==> src/hdl/jtsm_consts.vh <==
/*
 * constants for the test access port controller: state codes, instruction
 * codes, widths and the capture pattern.
 * assumes it is included by bare name after the guard below.
 */
// How it works
// [RULE1] sixteen states, advance on tck rise by tms
// [RULE2] five tms-high rises always reach reset
// [RULE3] reset state: test logic idle, stays on tms
// [RULE4] reset loads the identification instruction
// [RULE5] power-up starts in test-logic-reset
// [RULE6] idle holds on low tms, high to select-dr
// [RULE7] select-dr: low to capture-dr, high select-ir
// [RULE8] capture-dr samples pins for extest/sample
// [RULE9] capture-dr: high exit1-dr, low shift-dr
// [RULE10] shift-dr moves selected register toward tdo
// [RULE11] exit1-dr: high update-dr, low pause-dr
// [RULE12] pause-dr holds shift, high to exit2-dr
// [RULE13] exit2-dr: high update-dr, low shift-dr
// [RULE14] update-dr latches boundary output on falling tck
// [RULE15] select-ir: low capture-ir, high to reset
// [RULE16] capture-ir loads fixed pattern 100
// [RULE17] capture-ir: high exit1-ir, low shift-ir
// [RULE18] shift-ir moves instruction shifter toward tdo
// [RULE19] other states keep instruction and data
// [RULE20] exit1-ir: high update-ir, low pause-ir
// [RULE21] pause-ir holds shift, high to exit2-ir
// [RULE22] exit2-ir: high update-ir, low shift-ir
// [RULE23] update-ir latches instruction on falling tck
// [RULE24] reset/update states: low idle; update high select-dr
// [RULE25] tdo changes on falling tck, driven when shifting
`ifndef JTSM_CONSTS_VH
`define JTSM_CONSTS_VH

// ========================================================
// one-hot state codes
`define JTSM_ST_RESET 16'h0001
`define JTSM_ST_IDLE 16'h0002
`define JTSM_ST_SEL_DR 16'h0004
`define JTSM_ST_CAP_DR 16'h0008
`define JTSM_ST_SH_DR 16'h0010
`define JTSM_ST_EX1_DR 16'h0020
`define JTSM_ST_PAU_DR 16'h0040
`define JTSM_ST_EX2_DR 16'h0080
`define JTSM_ST_UPD_DR 16'h0100
`define JTSM_ST_SEL_IR 16'h0200
`define JTSM_ST_CAP_IR 16'h0400
`define JTSM_ST_SH_IR 16'h0800
`define JTSM_ST_EX1_IR 16'h1000
`define JTSM_ST_PAU_IR 16'h2000
`define JTSM_ST_EX2_IR 16'h4000
`define JTSM_ST_UPD_IR 16'h8000

// ========================================================
// widths, instructions and patterns
`define JTSM_IR_W 3
`define JTSM_BSR_W 8
`define JTSM_IR_CAPTURE 3'h4
`define JTSM_INS_EXTEST 3'h0
`define JTSM_INS_SAMPLE 3'h1
`define JTSM_INS_IDCODE 3'h2
`define JTSM_INS_BYPASS 3'h7
`define JTSM_ID_W 32
`define JTSM_ID_VALUE 32'h00000001

`endif

==> src/hdl/jtsm_sync.v <==
/*
 * two-flop synchroniser for one level from outside the clock domain.
 * assumes sys clock and an already synchronised active-low reset.
 */
`timescale 1ns/10ps
`default_nettype none
module jtsm_sync (
   // clock and reset
   input wire sys_clk_i,
   input wire rst_n_i,
   input wire ce_i,
   // level
   input wire d_i,
   output wire q_o
);
   reg meta_reg;
   reg sync_reg;

   // ========================================================
   // first flop feeds only the second
   always @(posedge sys_clk_i or negedge rst_n_i) begin
      if (!rst_n_i) begin
         meta_reg <= 1'b0;
         sync_reg <= 1'b0;
      end else if (ce_i) begin
         meta_reg <= d_i;
         sync_reg <= meta_reg;
      end
   end

   assign q_o = sync_reg;
endmodule
`default_nettype wire

==> src/hdl/jtsm_tap.v <==
/*
 * test access port controller: sixteen-state machine, instruction register,
 * bypass, identification and boundary scan registers, tdo driver.
 * assumes tck, tms and tdi come from an outside tester, slow against sys_clk_i,
 * and are sampled here; tck edges are found on the synchronised copy.
 */
`include "jtsm_consts.vh"
`timescale 1ns/10ps
`default_nettype none
module jtsm_tap (
   // clock, reset, enable
   input wire sys_clk_i,
   input wire nrst_i,
   input wire ce_i,
   // tester pins
   input wire tck_i,
   input wire tms_i,
   input wire tdi_i,
   output reg tdo_o,
   output reg tdo_oe_o,
   // device pins seen by the boundary register
   input wire [`JTSM_BSR_W-1:0] pins_i,
   output reg [`JTSM_BSR_W-1:0] bsr_par_o,
   // status
   output wire test_active_o,
   output wire [`JTSM_IR_W-1:0] instr_o,
   output wire [15:0] state_o
);
   reg rst_m_reg;
   reg rst_n_reg;
   wire tck_s;
   wire tms_s;
   wire tdi_s;
   reg tck_d_reg;
   reg [15:0] state_reg;
   reg [15:0] state_next;
   reg [`JTSM_IR_W-1:0] ir_sh_reg;
   reg [`JTSM_IR_W-1:0] ir_reg;
   reg [`JTSM_BSR_W-1:0] bsr_sh_reg;
   reg [`JTSM_ID_W-1:0] id_sh_reg;
   reg byp_reg;
   reg tdo_next;
   wire tck_rise;
   wire tck_fall;
   wire sel_bsr;
   wire sel_id;

   // ========================================================
   // reset release through two flops
   always @(posedge sys_clk_i or negedge nrst_i) begin
      if (!nrst_i) begin
         rst_m_reg <= 1'b0;
         rst_n_reg <= 1'b0;
      end else begin
         rst_m_reg <= 1'b1;
         rst_n_reg <= rst_m_reg;
      end
   end

   // ========================================================
   // pin synchronisers
   jtsm_sync u_sync_tck (
      .sys_clk_i(sys_clk_i),
      .rst_n_i(rst_n_reg),
      .ce_i(ce_i),
      .d_i(tck_i),
      .q_o(tck_s)
   );
   jtsm_sync u_sync_tms (
      .sys_clk_i(sys_clk_i),
      .rst_n_i(rst_n_reg),
      .ce_i(ce_i),
      .d_i(tms_i),
      .q_o(tms_s)
   );
   jtsm_sync u_sync_tdi (
      .sys_clk_i(sys_clk_i),
      .rst_n_i(rst_n_reg),
      .ce_i(ce_i),
      .d_i(tdi_i),
      .q_o(tdi_s)
   );

   // edge detection on synchronised tck
   always @(posedge sys_clk_i or negedge rst_n_reg) begin
      if (!rst_n_reg) begin
         tck_d_reg <= 1'b0;
      end else if (ce_i) begin
         tck_d_reg <= tck_s;
      end
   end
   assign tck_rise = tck_s & ~tck_d_reg;
   assign tck_fall = ~tck_s & tck_d_reg;

   // ========================================================
   // next state by tms at tck rise
   always @* begin
      state_next = state_reg;
      case (state_reg)
         `JTSM_ST_RESET: begin
            state_next = tms_s ? `JTSM_ST_RESET : `JTSM_ST_IDLE; // [RULE3] [RULE24]
         end
         `JTSM_ST_IDLE: begin
            state_next = tms_s ? `JTSM_ST_SEL_DR : `JTSM_ST_IDLE; // [RULE6]
         end
         `JTSM_ST_SEL_DR: begin
            state_next = tms_s ? `JTSM_ST_SEL_IR : `JTSM_ST_CAP_DR; // [RULE7]
         end
         `JTSM_ST_CAP_DR: begin
            state_next = tms_s ? `JTSM_ST_EX1_DR : `JTSM_ST_SH_DR; // [RULE9]
         end
         `JTSM_ST_SH_DR: begin
            state_next = tms_s ? `JTSM_ST_EX1_DR : `JTSM_ST_SH_DR; // [RULE10]
         end
         `JTSM_ST_EX1_DR: begin
            state_next = tms_s ? `JTSM_ST_UPD_DR : `JTSM_ST_PAU_DR; // [RULE11]
         end
         `JTSM_ST_PAU_DR: begin
            state_next = tms_s ? `JTSM_ST_EX2_DR : `JTSM_ST_PAU_DR; // [RULE12]
         end
         `JTSM_ST_EX2_DR: begin
            state_next = tms_s ? `JTSM_ST_UPD_DR : `JTSM_ST_SH_DR; // [RULE13]
         end
         `JTSM_ST_UPD_DR: begin
            state_next = tms_s ? `JTSM_ST_SEL_DR : `JTSM_ST_IDLE; // [RULE24]
         end
         `JTSM_ST_SEL_IR: begin
            state_next = tms_s ? `JTSM_ST_RESET : `JTSM_ST_CAP_IR; // [RULE15]
         end
         `JTSM_ST_CAP_IR: begin
            state_next = tms_s ? `JTSM_ST_EX1_IR : `JTSM_ST_SH_IR; // [RULE17]
         end
         `JTSM_ST_SH_IR: begin
            state_next = tms_s ? `JTSM_ST_EX1_IR : `JTSM_ST_SH_IR; // [RULE18]
         end
         `JTSM_ST_EX1_IR: begin
            state_next = tms_s ? `JTSM_ST_UPD_IR : `JTSM_ST_PAU_IR; // [RULE20]
         end
         `JTSM_ST_PAU_IR: begin
            state_next = tms_s ? `JTSM_ST_EX2_IR : `JTSM_ST_PAU_IR; // [RULE21]
         end
         `JTSM_ST_EX2_IR: begin
            state_next = tms_s ? `JTSM_ST_UPD_IR : `JTSM_ST_SH_IR; // [RULE22]
         end
         `JTSM_ST_UPD_IR: begin
            state_next = tms_s ? `JTSM_ST_SEL_DR : `JTSM_ST_IDLE; // [RULE24]
         end
         default: begin
            state_next = `JTSM_ST_RESET; // illegal code recovers to reset
         end
      endcase
   end

   // state register; five high tms rises reach reset from anywhere
   always @(posedge sys_clk_i or negedge rst_n_reg) begin
      if (!rst_n_reg) begin
         state_reg <= `JTSM_ST_RESET; // [RULE5]
      end else if (ce_i && tck_rise) begin
         state_reg <= state_next; // [RULE1] [RULE2]
      end
   end

   // ========================================================
   // register selection by current instruction
   assign sel_bsr = (ir_reg == `JTSM_INS_EXTEST) || (ir_reg == `JTSM_INS_SAMPLE);
   assign sel_id = (ir_reg == `JTSM_INS_IDCODE);

   // shift paths act on tck rise; other states hold their values
   always @(posedge sys_clk_i or negedge rst_n_reg) begin
      if (!rst_n_reg) begin
         ir_sh_reg <= `JTSM_IR_CAPTURE;
         bsr_sh_reg <= {`JTSM_BSR_W{1'b0}};
         id_sh_reg <= {`JTSM_ID_W{1'b0}};
         byp_reg <= 1'b0;
      end else if (ce_i && tck_rise) begin
         if (state_reg == `JTSM_ST_CAP_IR) begin
            ir_sh_reg <= `JTSM_IR_CAPTURE; // [RULE16]
         end else if (state_reg == `JTSM_ST_SH_IR) begin
            ir_sh_reg <= {tdi_s, ir_sh_reg[`JTSM_IR_W-1:1]}; // [RULE18]
         end
         if (state_reg == `JTSM_ST_CAP_DR) begin
            if (sel_bsr) begin
               bsr_sh_reg <= pins_i; // [RULE8]
            end
            if (sel_id) begin
               id_sh_reg <= `JTSM_ID_VALUE;
            end
            byp_reg <= 1'b0;
         end else if (state_reg == `JTSM_ST_SH_DR) begin
            if (sel_bsr) begin
               bsr_sh_reg <= {tdi_s, bsr_sh_reg[`JTSM_BSR_W-1:1]}; // [RULE10]
            end else if (sel_id) begin
               id_sh_reg <= {tdi_s, id_sh_reg[`JTSM_ID_W-1:1]}; // [RULE10]
            end else begin
               byp_reg <= tdi_s;
            end
         end
         // pause, exit, select and update states leave shifters alone [RULE19]
      end
   end

   // ========================================================
   // falling tck: updates and tdo
   always @* begin
      tdo_next = byp_reg;
      if (state_reg == `JTSM_ST_SH_IR) begin
         tdo_next = ir_sh_reg[0];
      end else if (sel_bsr) begin
         tdo_next = bsr_sh_reg[0];
      end else if (sel_id) begin
         tdo_next = id_sh_reg[0];
      end
   end

   always @(posedge sys_clk_i or negedge rst_n_reg) begin
      if (!rst_n_reg) begin
         ir_reg <= `JTSM_INS_IDCODE;
         bsr_par_o <= {`JTSM_BSR_W{1'b0}};
         tdo_o <= 1'b0;
         tdo_oe_o <= 1'b0;
      end else if (ce_i) begin
         if (state_reg == `JTSM_ST_RESET) begin
            ir_reg <= `JTSM_INS_IDCODE; // [RULE4]
         end else if (tck_fall && state_reg == `JTSM_ST_UPD_IR) begin
            ir_reg <= ir_sh_reg; // [RULE23]
         end
         if (tck_fall && state_reg == `JTSM_ST_UPD_DR && sel_bsr) begin
            bsr_par_o <= bsr_sh_reg; // [RULE14]
         end
         if (tck_fall) begin
            tdo_oe_o <= (state_reg == `JTSM_ST_SH_DR) || (state_reg == `JTSM_ST_SH_IR); // [RULE25]
            tdo_o <= tdo_next; // [RULE25]
         end
      end
   end

   // status outputs
   assign test_active_o = (state_reg != `JTSM_ST_RESET); // [RULE3]
   assign instr_o = ir_reg;
   assign state_o = state_reg;
endmodule
`default_nettype wire

==> config.mk <==
export PLATFORM = sky130hd
export DESIGN_NAME = jtsm_tap
export DESIGN_NICKNAME = d
export VERILOG_FILES = /design/src/hdl/jtsm_sync.v /design/src/hdl/jtsm_tap.v
export VERILOG_INCLUDE_DIRS = /design/src /design/src/hdl
export SDC_FILE = /design/constraint.sdc
export NUM_CORES = 1
export LEC_CHECK = 0
export BUFFER_PORTS_ARGS = -buffer_cell sky130_fd_sc_hd__buf_4
export CAP_MARGIN = 20
export CORE_MARGIN = 8
export CORE_UTILIZATION = 35
export CTS_CLUSTER_SIZE = 28
export DETAILED_ROUTE_END_ITERATION = 10
export HOLD_SLACK_MARGIN = 0.03
export SYNTH_ARGS = -nofsm -noshare
export SYNTH_HDL_FRONTEND = slang
export SYNTH_HIERARCHICAL = 1
export SYNTH_SLANG_ARGS = --single-unit
==> constraint.sdc <==
create_clock -name sys_clk_i -period 3.1 [get_ports sys_clk_i]
set_clock_uncertainty 0.05 [all_clocks]
set_input_delay 0.465 -clock sys_clk_i [delete_from_list [all_inputs] [get_ports sys_clk_i]]
set_output_delay 0.465 -clock sys_clk_i [all_outputs]
set_load 0.03 [all_outputs]
==> impl_metrics.env, run 1 <==
export IMPL_status="finished clean"
export IMPL_cts_resized=0
export IMPL_grt_setup_unrepaired="no"
export IMPL_slowest_delay_ps=550
export IMPL_antenna_cells=0
export IMPL_start_kind="register"
export IMPL_tns_ps=0
export IMPL_crit_required_ps=2580
export IMPL_finalCritPeriodShare_pct=82.7
export IMPL_die_h_um=122
export IMPL_hold_viol_final=0
export IMPL_die_w_um=122
export IMPL_grt_max_degree=81
export IMPL_drt_initial_drc_count=219
export IMPL_finalWorstSetupSlack_ps=535
export IMPL_syn_area_sq_um=3910
export IMPL_multiInputGateArea_sq_um=1710
export IMPL_synthXorXnorAreaFrac_pct=0.896
export IMPL_synth_compound_area_share_pct=12.3
export IMPL_vias=2965
export IMPL_power_total_mw=2.61
export IMPL_postSynthCellCount=394
export IMPL_critPathMaxFanout=15
export IMPL_path_class="reg -> out"
export IMPL_track_usage_pct=12.6
export IMPL_largest_register_ff_count=32
export IMPL_synth_cell_types=51
export IMPL_core_sq_um=10900
export IMPL_clk_pin_slew_ps=80
export IMPL_yosys_top_cells_count="nand2_1 (97), dfrtp_1 (79), o21ai_0 (49)"
export IMPL_wl_per_cell_um=15.3
export IMPL_ys_seq_area_share_pct=52.6
export IMPL_ir_drop_mv=0.254
export IMPL_numCtsBuffers=9
export IMPL_nNetsFinal=449
export IMPL_grt_pass1_vias=2880
export IMPL_fin_cells=579
export IMPL_io_pins=44
export IMPL_yosys_warnings=6
export IMPL_clk_latency_ps=350
export IMPL_synth_simple_area_share_pct=23.2
export IMPL_yosysMostFrequentCell="nand2_1"
export IMPL_fmaxAchievable_mhz=390
export IMPL_clockBufferDepth=2
export IMPL_htreeDepth=3
export IMPL_avgSynthCellArea_sq_um=9.92
export IMPL_cts_sinks=82
export IMPL_areaGrowthSynthToFinish_pct=17.2
export IMPL_holdCritPathClass="reg -> async"
export IMPL_first_pass_iters=5
export IMPL_post_place_cells=562
export IMPL_root_buffer="clkbuf_8"
export IMPL_routed_wl_um=8860
export IMPL_row_count=38
export IMPL_routabilityCongestion=0.854
export IMPL_cp_cell_sequence="nor4_1 -> and4_1 -> inv_1 -> buf_4"
export IMPL_post_cts_setup_buffer_count=0
export IMPL_synth_area_top_cells="dfrtp_1 (51%), nand2_1 (9.3%), o21ai_0 (6.3%)"
export IMPL_drv_slew=0
export IMPL_antenna_found_initial=0
export IMPL_grt_ovfl_total=0
export IMPL_ys_async_sr_fraction_pct=100
export IMPL_synth_edf_count=0
export IMPL_holdBufCountCts=1
export IMPL_slew_headroom_pct=61.4
export IMPL_io_buffer_count=43
export IMPL_start_util_pct=35.9
export IMPL_synth_mux_area_share_pct=7.14
export IMPL_synth_top_cell_by_area="dfrtp_1"
export IMPL_grt_pass1_wl_um=14900
export IMPL_ys_ff_latch=82
export IMPL_drc_errors=0
export IMPL_cp_arrival_ps=2050
export IMPL_timing_hold_ws_ps=128
export IMPL_drive_gt1_share_pct=21.9
export IMPL_synth_top_family_by_area="simple AND/OR/NAND/NOR gates"
export IMPL_n_fill_cell=1071
export IMPL_syn_nets=408
export IMPL_cts_tree="yes"
export IMPL_maxCapViolCount=0
export IMPL_crit_slowest_cell="dfrtp_1"
export IMPL_setup_worst_path_end_class="primary output"
export IMPL_fin_crit_ps=2560
export IMPL_vias_per_cell=5.12
export IMPL_synth_top_area_share_pct=50.6
export IMPL_regArea_sq_um=2060
export IMPL_tightest_slew_ps=572
export IMPL_synth_adder_area_share_pct=0
export IMPL_p_per_area_nw_per_um2=570
export IMPL_post_place_ws_ps=796
export IMPL_hpwlAfterDp_um=6040
export IMPL_p_leak_nw=2.05
export IMPL_setup_viol=0
export IMPL_die_area_sq_um=14800
export IMPL_antenna_left=0
export IMPL_synth_main_ff_cell="dfrtp_1"
==> per-stage QoR <==
stage	cell area, sq um	util [%]
finish	4580	42.1
global route	4580	42.1
CTS	4550	41.8
detailed placement	4340	39.9
global placement	4340	39.9
floorplan	3910	-
==> cell families after synthesis <==
kind of cell	count (synthesis)
AOI/OAI and AO/OA	85
and+or+nand+nor	170
other	1
buffers and inverters	29
muxes	23
DFF	82
xor gates and xnor gates	4
==> layout by cell type (no fill, tap or decap), types with 4 or more instances in the layout <==
cell / Yosys / final
nand2_1: 97 / 97
dfrtp_1: 79 / 78
buf_4: 1 / 50
o21ai_0: 49 / 49
nor2_1: 16 / 16
clkbuf_8: 0 / 11
a21oi_1: 10 / 10
mux2_4: 8 / 8
nand3_1: 8 / 8
o21ai_1: 8 / 8
mux2i_1: 8 / 8
inv_1: 7 / 7
mux2_2: 7 / 7
nor4_1: 6 / 6
nor3b_1: 5 / 5
nand3b_1: 4 / 4
or4_1: 4 / 4
nor3_1: 4 / 4
==> power by group <==
group | switching [mW] | leakage (nW) | internal, mW
Clock | 0.388 | 0.0991 | 0.416
Sequential | 0.0853 | 1.09 | 1.12
Combinational | 0.366 | 0.866 | 0.235
==> worst paths after layout <==
kind	from	end	cells after the start	slack (ps)
min in group sys_clk_i	tdi_i	u_sync_tdi/meta_reg	2	290
max	state_o[10]	test_active_o	4	540
max in group asynchronous	rst_n_reg	state_o[0]	1	2230
max reg2reg	state_o[10]	state_o[11]	5	770
min reg2reg	rst_n_reg	state_o[4]	0	130
min	rst_n_reg	state_o[4]	0	130
==> metal layers <==
metal / part of all wire (%) / vias up / track usage (%) / wire, um
met1: 48 / 1395 / 17.2 / 4270
met3: 5.2 / 20 / 2.64 / 457
met4: 2.9 / 0 / 7.25 / 259
li1: - / 1465 / - / -
met2: 44 / 85 / 18.2 / 3870
met5: 0 / - / 0 / 0
==> critical path, delay by kind of cell, from the launching register on <==
kind,cells,cell delay (ps)
buffers and inverters,2,240
flip-flops,1,550
AND/OR/NAND/NOR,2,910
==> final cells by class <==
| class | instances | share of cell area [%] |
|---|---|---|
| Inverter | 7 | 0.573 |
| Tap cell | 140 | 3.82 |
| Timing Repair Buffer | 52 | 9.01 |
| Sequential cell | 82 | 44.9 |
| Multi-Input combinational cell | 283 | 37.2 |
| Clock inverter | 3 | 1.01 |
| Clock buffer | 12 | 3.39 |
(Power assumes the default switching activity.)
==> inputs of run 2 (changes only) <==
clock period = 2.4 ns   (was 3.1 ns; I/O delays follow)
==> run 2 against run 1 <==
Critical path depth up 1. Register-to-register slack lost 680 ps. Die area is the same.
==> impl_metrics.env, run 2 (synthesized netlist as in run 1, its figures left out) <==
export IMPL_grt_pass1_wl_um=15700
export IMPL_start_util_pct=35.9
export IMPL_tightest_slew_ps=573
export IMPL_fin_crit_ps=2330
export IMPL_drv_slew=0
export IMPL_regArea_sq_um=2060
export IMPL_largest_register_ff_count=32
export IMPL_setup_viol=0
export IMPL_fmaxAchievable_mhz=430
export IMPL_holdCritPathClass="in -> reg"
export IMPL_post_place_ws_ps=140
export IMPL_grt_ovfl_total=0
export IMPL_die_area_sq_um=14800
export IMPL_numCtsBuffers=9
export IMPL_routabilityCongestion=0.845
export IMPL_wl_per_cell_um=15.7
export IMPL_n_fill_cell=1060
export IMPL_track_usage_pct=13.4
export IMPL_antenna_cells=0
export IMPL_path_class="reg -> out"
export IMPL_hpwlAfterDp_um=6620
export IMPL_timing_hold_ws_ps=180
export IMPL_fin_util_pct=43.3
export IMPL_cp_arrival_ps=1920
export IMPL_p_switching_mw=1.12
export IMPL_first_pass_iters=4
export IMPL_reg2reg_from="state_o[7]"
export IMPL_maxCapViolCount=0
export IMPL_grt_max_degree=43
export IMPL_p_seq_share_pct=47.1
export IMPL_cp_endpoint="test_active_o"
export IMPL_worstSetupStartpoint="state_o[7]"
export IMPL_slew_headroom_pct=61.8
export IMPL_nNetsFinal=467
export IMPL_start_kind="register"
export IMPL_clockBufferDepth=2
export IMPL_status="finished clean"
export IMPL_routed_wl_um=9370
export IMPL_core_sq_um=10900
export IMPL_drt_initial_drc_count=227
export IMPL_finalCritPeriodShare_pct=97.0
export IMPL_htreeDepth=3
export IMPL_areaGrowthSynthToFinish_pct=20.6
export IMPL_grt_setup_unrepaired="no"
export IMPL_swShare_pct=33.8
export IMPL_clk_latency_ps=360
export IMPL_final_common_cell="nand2_1"
export IMPL_drc_errors=0
export IMPL_row_count=38
export IMPL_vias_per_cell=5.13
export IMPL_finalWorstSetupSlack_ps=73.0
export IMPL_clockPowerShare_pct=27.4
export IMPL_clk_pin_slew_ps=90
export IMPL_antenna_found_initial=0
export IMPL_grt_pass1_vias=2946
export IMPL_p_per_area_nw_per_um2=704
export IMPL_drive_gt1_share_pct=26.0
export IMPL_root_buffer="clkbuf_8"
export IMPL_crit_required_ps=1990
export IMPL_multiInputGateArea_sq_um=1740
export IMPL_p_leak_nw=2.14
export IMPL_die_h_um=122
export IMPL_tns_ps=0
export IMPL_layout_common_cells="nand2_1 (97), dfrtp_1 (78), buf_4 (68), o21ai_0 (49), nor2_1 (16)"
export IMPL_hold_viol_final=0
export IMPL_reg2reg_to="bsr_par_o[7]"
export IMPL_vias=3062
export IMPL_worstRegToRegCells=7
export IMPL_die_w_um=122
export IMPL_antenna_left=0
export IMPL_cts_sinks=82
export IMPL_reg2reg_slack_ps=90
export IMPL_critPathMaxFanout=7
export IMPL_ir_drop_mv=0.375
export IMPL_p_comb_share_pct=25.5
export IMPL_io_buffer_count=43
export IMPL_setup_worst_path_end_class="primary output"
export IMPL_io_pins=44
export IMPL_cts_tree="yes"
export IMPL_internal_power_mw=2.20
-- run 2: cell count changes in the layout (fill, tap and decap cells not counted), sizes merged --
cell	change
clkbuf	-1
clkinv	+2
clkinvlp	+1
inv	-1
buf	+18
bufinv	-1
-- run 2: area by class of cell --
type / count / share of cell area (%)
Sequential cell: 82 / 43.7
Multi-Input combinational cell: 283 / 37.0
Timing Repair Buffer: 70 / 11.5
Tap cell: 140 / 3.72
Clock buffer: 11 / 3.00
Clock inverter: 4 / 0.611
Inverter: 7 / 0.557
-- run 2: worst min-delay path by stage --
stage                       from             endpoint  slack, ps  depth (start not counted)
after global placement    nrst_i            rst_m_reg         90                          1
after CTS                  tdi_i  u_sync_tdi/meta_reg        170                          2
final                      tdi_i  u_sync_tdi/meta_reg        180                          2
after detailed placement  nrst_i            rst_m_reg        100                          1
after global routing       tdi_i  u_sync_tdi/meta_reg        170                          2
after floorplan           nrst_i            rst_m_reg         10                          0
-- run 2: power by group through the flow --
stage / clock [mW] / combinational, mW / sequential, mW
2_1_floorplan: 0 / 0.499 / 1.64
3_3_place_gp: 0 / 0.827 / 1.57
3_5_place_dp: 0 / 0.821 / 1.58
4_1_cts: 0.939 / 0.838 / 1.56
5_1_grt: 0.998 / 0.920 / 1.58
6_report: 0.908 / 0.848 / 1.56
-- run 2: critical path: stages, from the launching register on --
cell and delay (ps):
dfrtp_1 430, buf_4 190, nor4_4 360, and4_2 350
inv_1 60, buf_4 160
-- run 2: stage by stage --
stage	std cells	power, mW	area (sq um)
floorplan	394	2.14	3910
global placement	579	2.40	4480
detailed placement	579	2.40	4480
CTS	596	3.34	4680
global route	597	3.50	4710
finish	597	3.32	4710
-- run 2: layer usage --
| metal | vias to the layer above | wire length [um] | track usage [%] |
|---|---|---|---|
| met5 | - | 0 | 0 |
| met4 | 0 | 221 | 6.94 |
| met3 | 18 | 525 | 3.29 |
| met2 | 68 | 4070 | 18.8 |
| met1 | 1482 | 4550 | 18.6 |
| li1 | 1494 | - | - |
-- run 2: what timing repair did --
| item | CTS | global route |
|---|---|---|
| resized for setup | 3 | 3 |
| hold buffers | 1 | 0 |
| pin swaps | 1 | 1 |
| setup buffers | 1 | 1 |
| endpoints found under the hold margin | 2 | 0 |
| setup endpoints to repair | 1 | 10 |
==> inputs of run 3 (changes only) <==
==> constraint.sdc (replaced) <==
create_clock -name sys_clk_i -period 2.4 [get_ports sys_clk_i]
set_clock_uncertainty 0.05 [all_clocks]
set_input_delay 0.72 -clock sys_clk_i [delete_from_list [all_inputs] [get_ports sys_clk_i]]
set_output_delay 0.72 -clock sys_clk_i [all_outputs]
set_load 0.03 [all_outputs]
==> run 3 against run 2 <==
Combinational power grew 19%. Clock power is 16% higher. First-iteration DRC count shrank 6.2%. Die area did not move. Count of clock-buffer cells in the layout fell by 1. Core utilization grew 1.7 points. Routed wire length is 3.5% higher. Critical path depth fell by 1.
==> impl_metrics.env, run 3 (synthesized netlist as in run 1, its figures left out) <==
export IMPL_path_class="reg -> out"
export IMPL_antenna_found_initial=0
export IMPL_p_leak_nw=2.22
export IMPL_timing_hold_ws_ps=73.2
export IMPL_fmaxAchievable_mhz=420
export IMPL_crit_required_ps=1630
export IMPL_drive_gt1_share_pct=30.7
export IMPL_antenna_cells=0
export IMPL_nNetsFinal=481
export IMPL_maxCapViolCount=0
export IMPL_io_buffer_count=43
export IMPL_routed_wl_um=9700
export IMPL_critPathMaxFanout=5
export IMPL_reg2reg_slack_ps=60
export IMPL_grt_setup_unrepaired="yes"
export IMPL_track_usage_pct=13.8
export IMPL_fin_crit_ps=2380
export IMPL_tns_ps=0
export IMPL_drt_initial_drc_count=213
export IMPL_layout_common_cells="nand2_1 (97), buf_4 (79), dfrtp_1 (70), o21ai_0 (49), nor2_1 (16)"
export IMPL_grt_max_degree=43
export IMPL_path_delay_family="simple AND/OR/NAND/NOR gates"
export IMPL_io_pins=44
export IMPL_slew_headroom_pct=62.6
export IMPL_largest_register_ff_count=32
export IMPL_slowest_delay_ps=470
export IMPL_die_h_um=122
export IMPL_cp_cell_sequence="nor4b_4 -> and4_4 -> inv_2 -> buf_6"
export IMPL_grt_ovfl_total=0
export IMPL_die_area_sq_um=14800
export IMPL_holdCritPathClass="in -> async"
export IMPL_cts_sinks=82
export IMPL_setup_viol=0
export IMPL_root_buffer="clkbuf_8"
export IMPL_htreeDepth=3
export IMPL_clk_pin_slew_ps=90
export IMPL_vias_per_cell=5.14
export IMPL_fin_cells=612
export IMPL_first_pass_iters=5
export IMPL_clockBufferDepth=2
export IMPL_final_common_cell="nand2_1"
export IMPL_path_buf_inv=2
export IMPL_clk_latency_ps=370
export IMPL_row_count=38
export IMPL_die_w_um=122
export IMPL_core_sq_um=10900
export IMPL_n_fill_cell=1052
export IMPL_hpwlAfterDp_um=6790
export IMPL_post_place_cells=584
export IMPL_vias=3146
export IMPL_routabilityCongestion=0.868
export IMPL_grt_pass1_wl_um=16200
export IMPL_wl_per_cell_um=15.8
export IMPL_start_kind="register"
export IMPL_grt_pass1_vias=3108
export IMPL_crit_slowest_cell="dfrtp_2"
export IMPL_tightest_slew_ps=561
export IMPL_numCtsBuffers=9
export IMPL_areaGrowthSynthToFinish_pct=25.2
export IMPL_status="finished clean"
export IMPL_hold_viol_final=0
export IMPL_p_per_area_nw_per_um2=736
export IMPL_setup_worst_path_end_class="primary output"
export IMPL_drv_slew=0
export IMPL_antenna_left=0
export IMPL_drc_errors=0
export IMPL_start_util_pct=35.9
export IMPL_cts_tree="yes"
export IMPL_cp_arrival_ps=1610
export IMPL_finalCritPeriodShare_pct=99.2
export IMPL_ir_drop_mv=0.398
==> run 3: layer usage <==
metal	global-route usage, %	share of wire, %
met3	3.19	6.6
met2	19.9	44
met1	18.9	47
met5	0	0
met4	7.48	2.5
==> run 3: final cells by class <==
| cell class | count | area (sq um) | share of cell area [%] |
|---|---|---|---|
| sequential | 82 | 2070 | 42.3 |
| timing repair buffer | 84 | 667 | 13.6 |
| clock inverter | 6 | 73.8 | 1.51 |
| multi-input combinational | 283 | 1750 | 35.8 |
| inverter | 7 | 26.3 | 0.537 |
| clock buffer | 10 | 128 | 2.61 |
| tap | 140 | 175 | 3.58 |
==> run 3: final timing paths <==
check                           start  depth (start not counted)             endpoint
max in group asynchronous   rst_n_reg                          1          state_o[12]
max reg2reg                state_o[8]                          6           state_o[0]
min in group sys_clk_i      rst_m_reg                          0            rst_n_reg
max                        state_o[1]                          4        test_active_o
min                            nrst_i                          1            rst_m_reg
min reg2reg                 rst_n_reg                          0  u_sync_tck/meta_reg
==> run 3: what timing repair did <==
item / in CTS / in global routing
setup buffers: 9 / 4
pin swaps: 4 / 4
setup endpoints to repair: 1 / 10
gates resized for setup: 11 / 9
hold buffers: 0 / 0
==> run 3: report_power, final <==
group | switching, mW | internal (mW)
Combinational | 0.558 | 0.450
Clock | 0.554 | 0.494
Sequential | 0.0937 | 1.45
==> run 3: stage by stage <==
| step | area, sq um | util (%) | setup WS [ps] | total power, mW |
|---|---|---|---|---|
| detailed placement | 4530 | 41.6 | 127 | 2.46 |
| global placement | 4530 | 41.6 | 113 | 2.45 |
| CTS | 4840 | 44.4 | -18.4 | 3.58 |
| global route | 4890 | 44.9 | -54.7 | 3.80 |
| floorplan | 3910 | - | 49.1 | 2.14 |
| finish | 4890 | 44.9 | 18.4 | 3.60 |
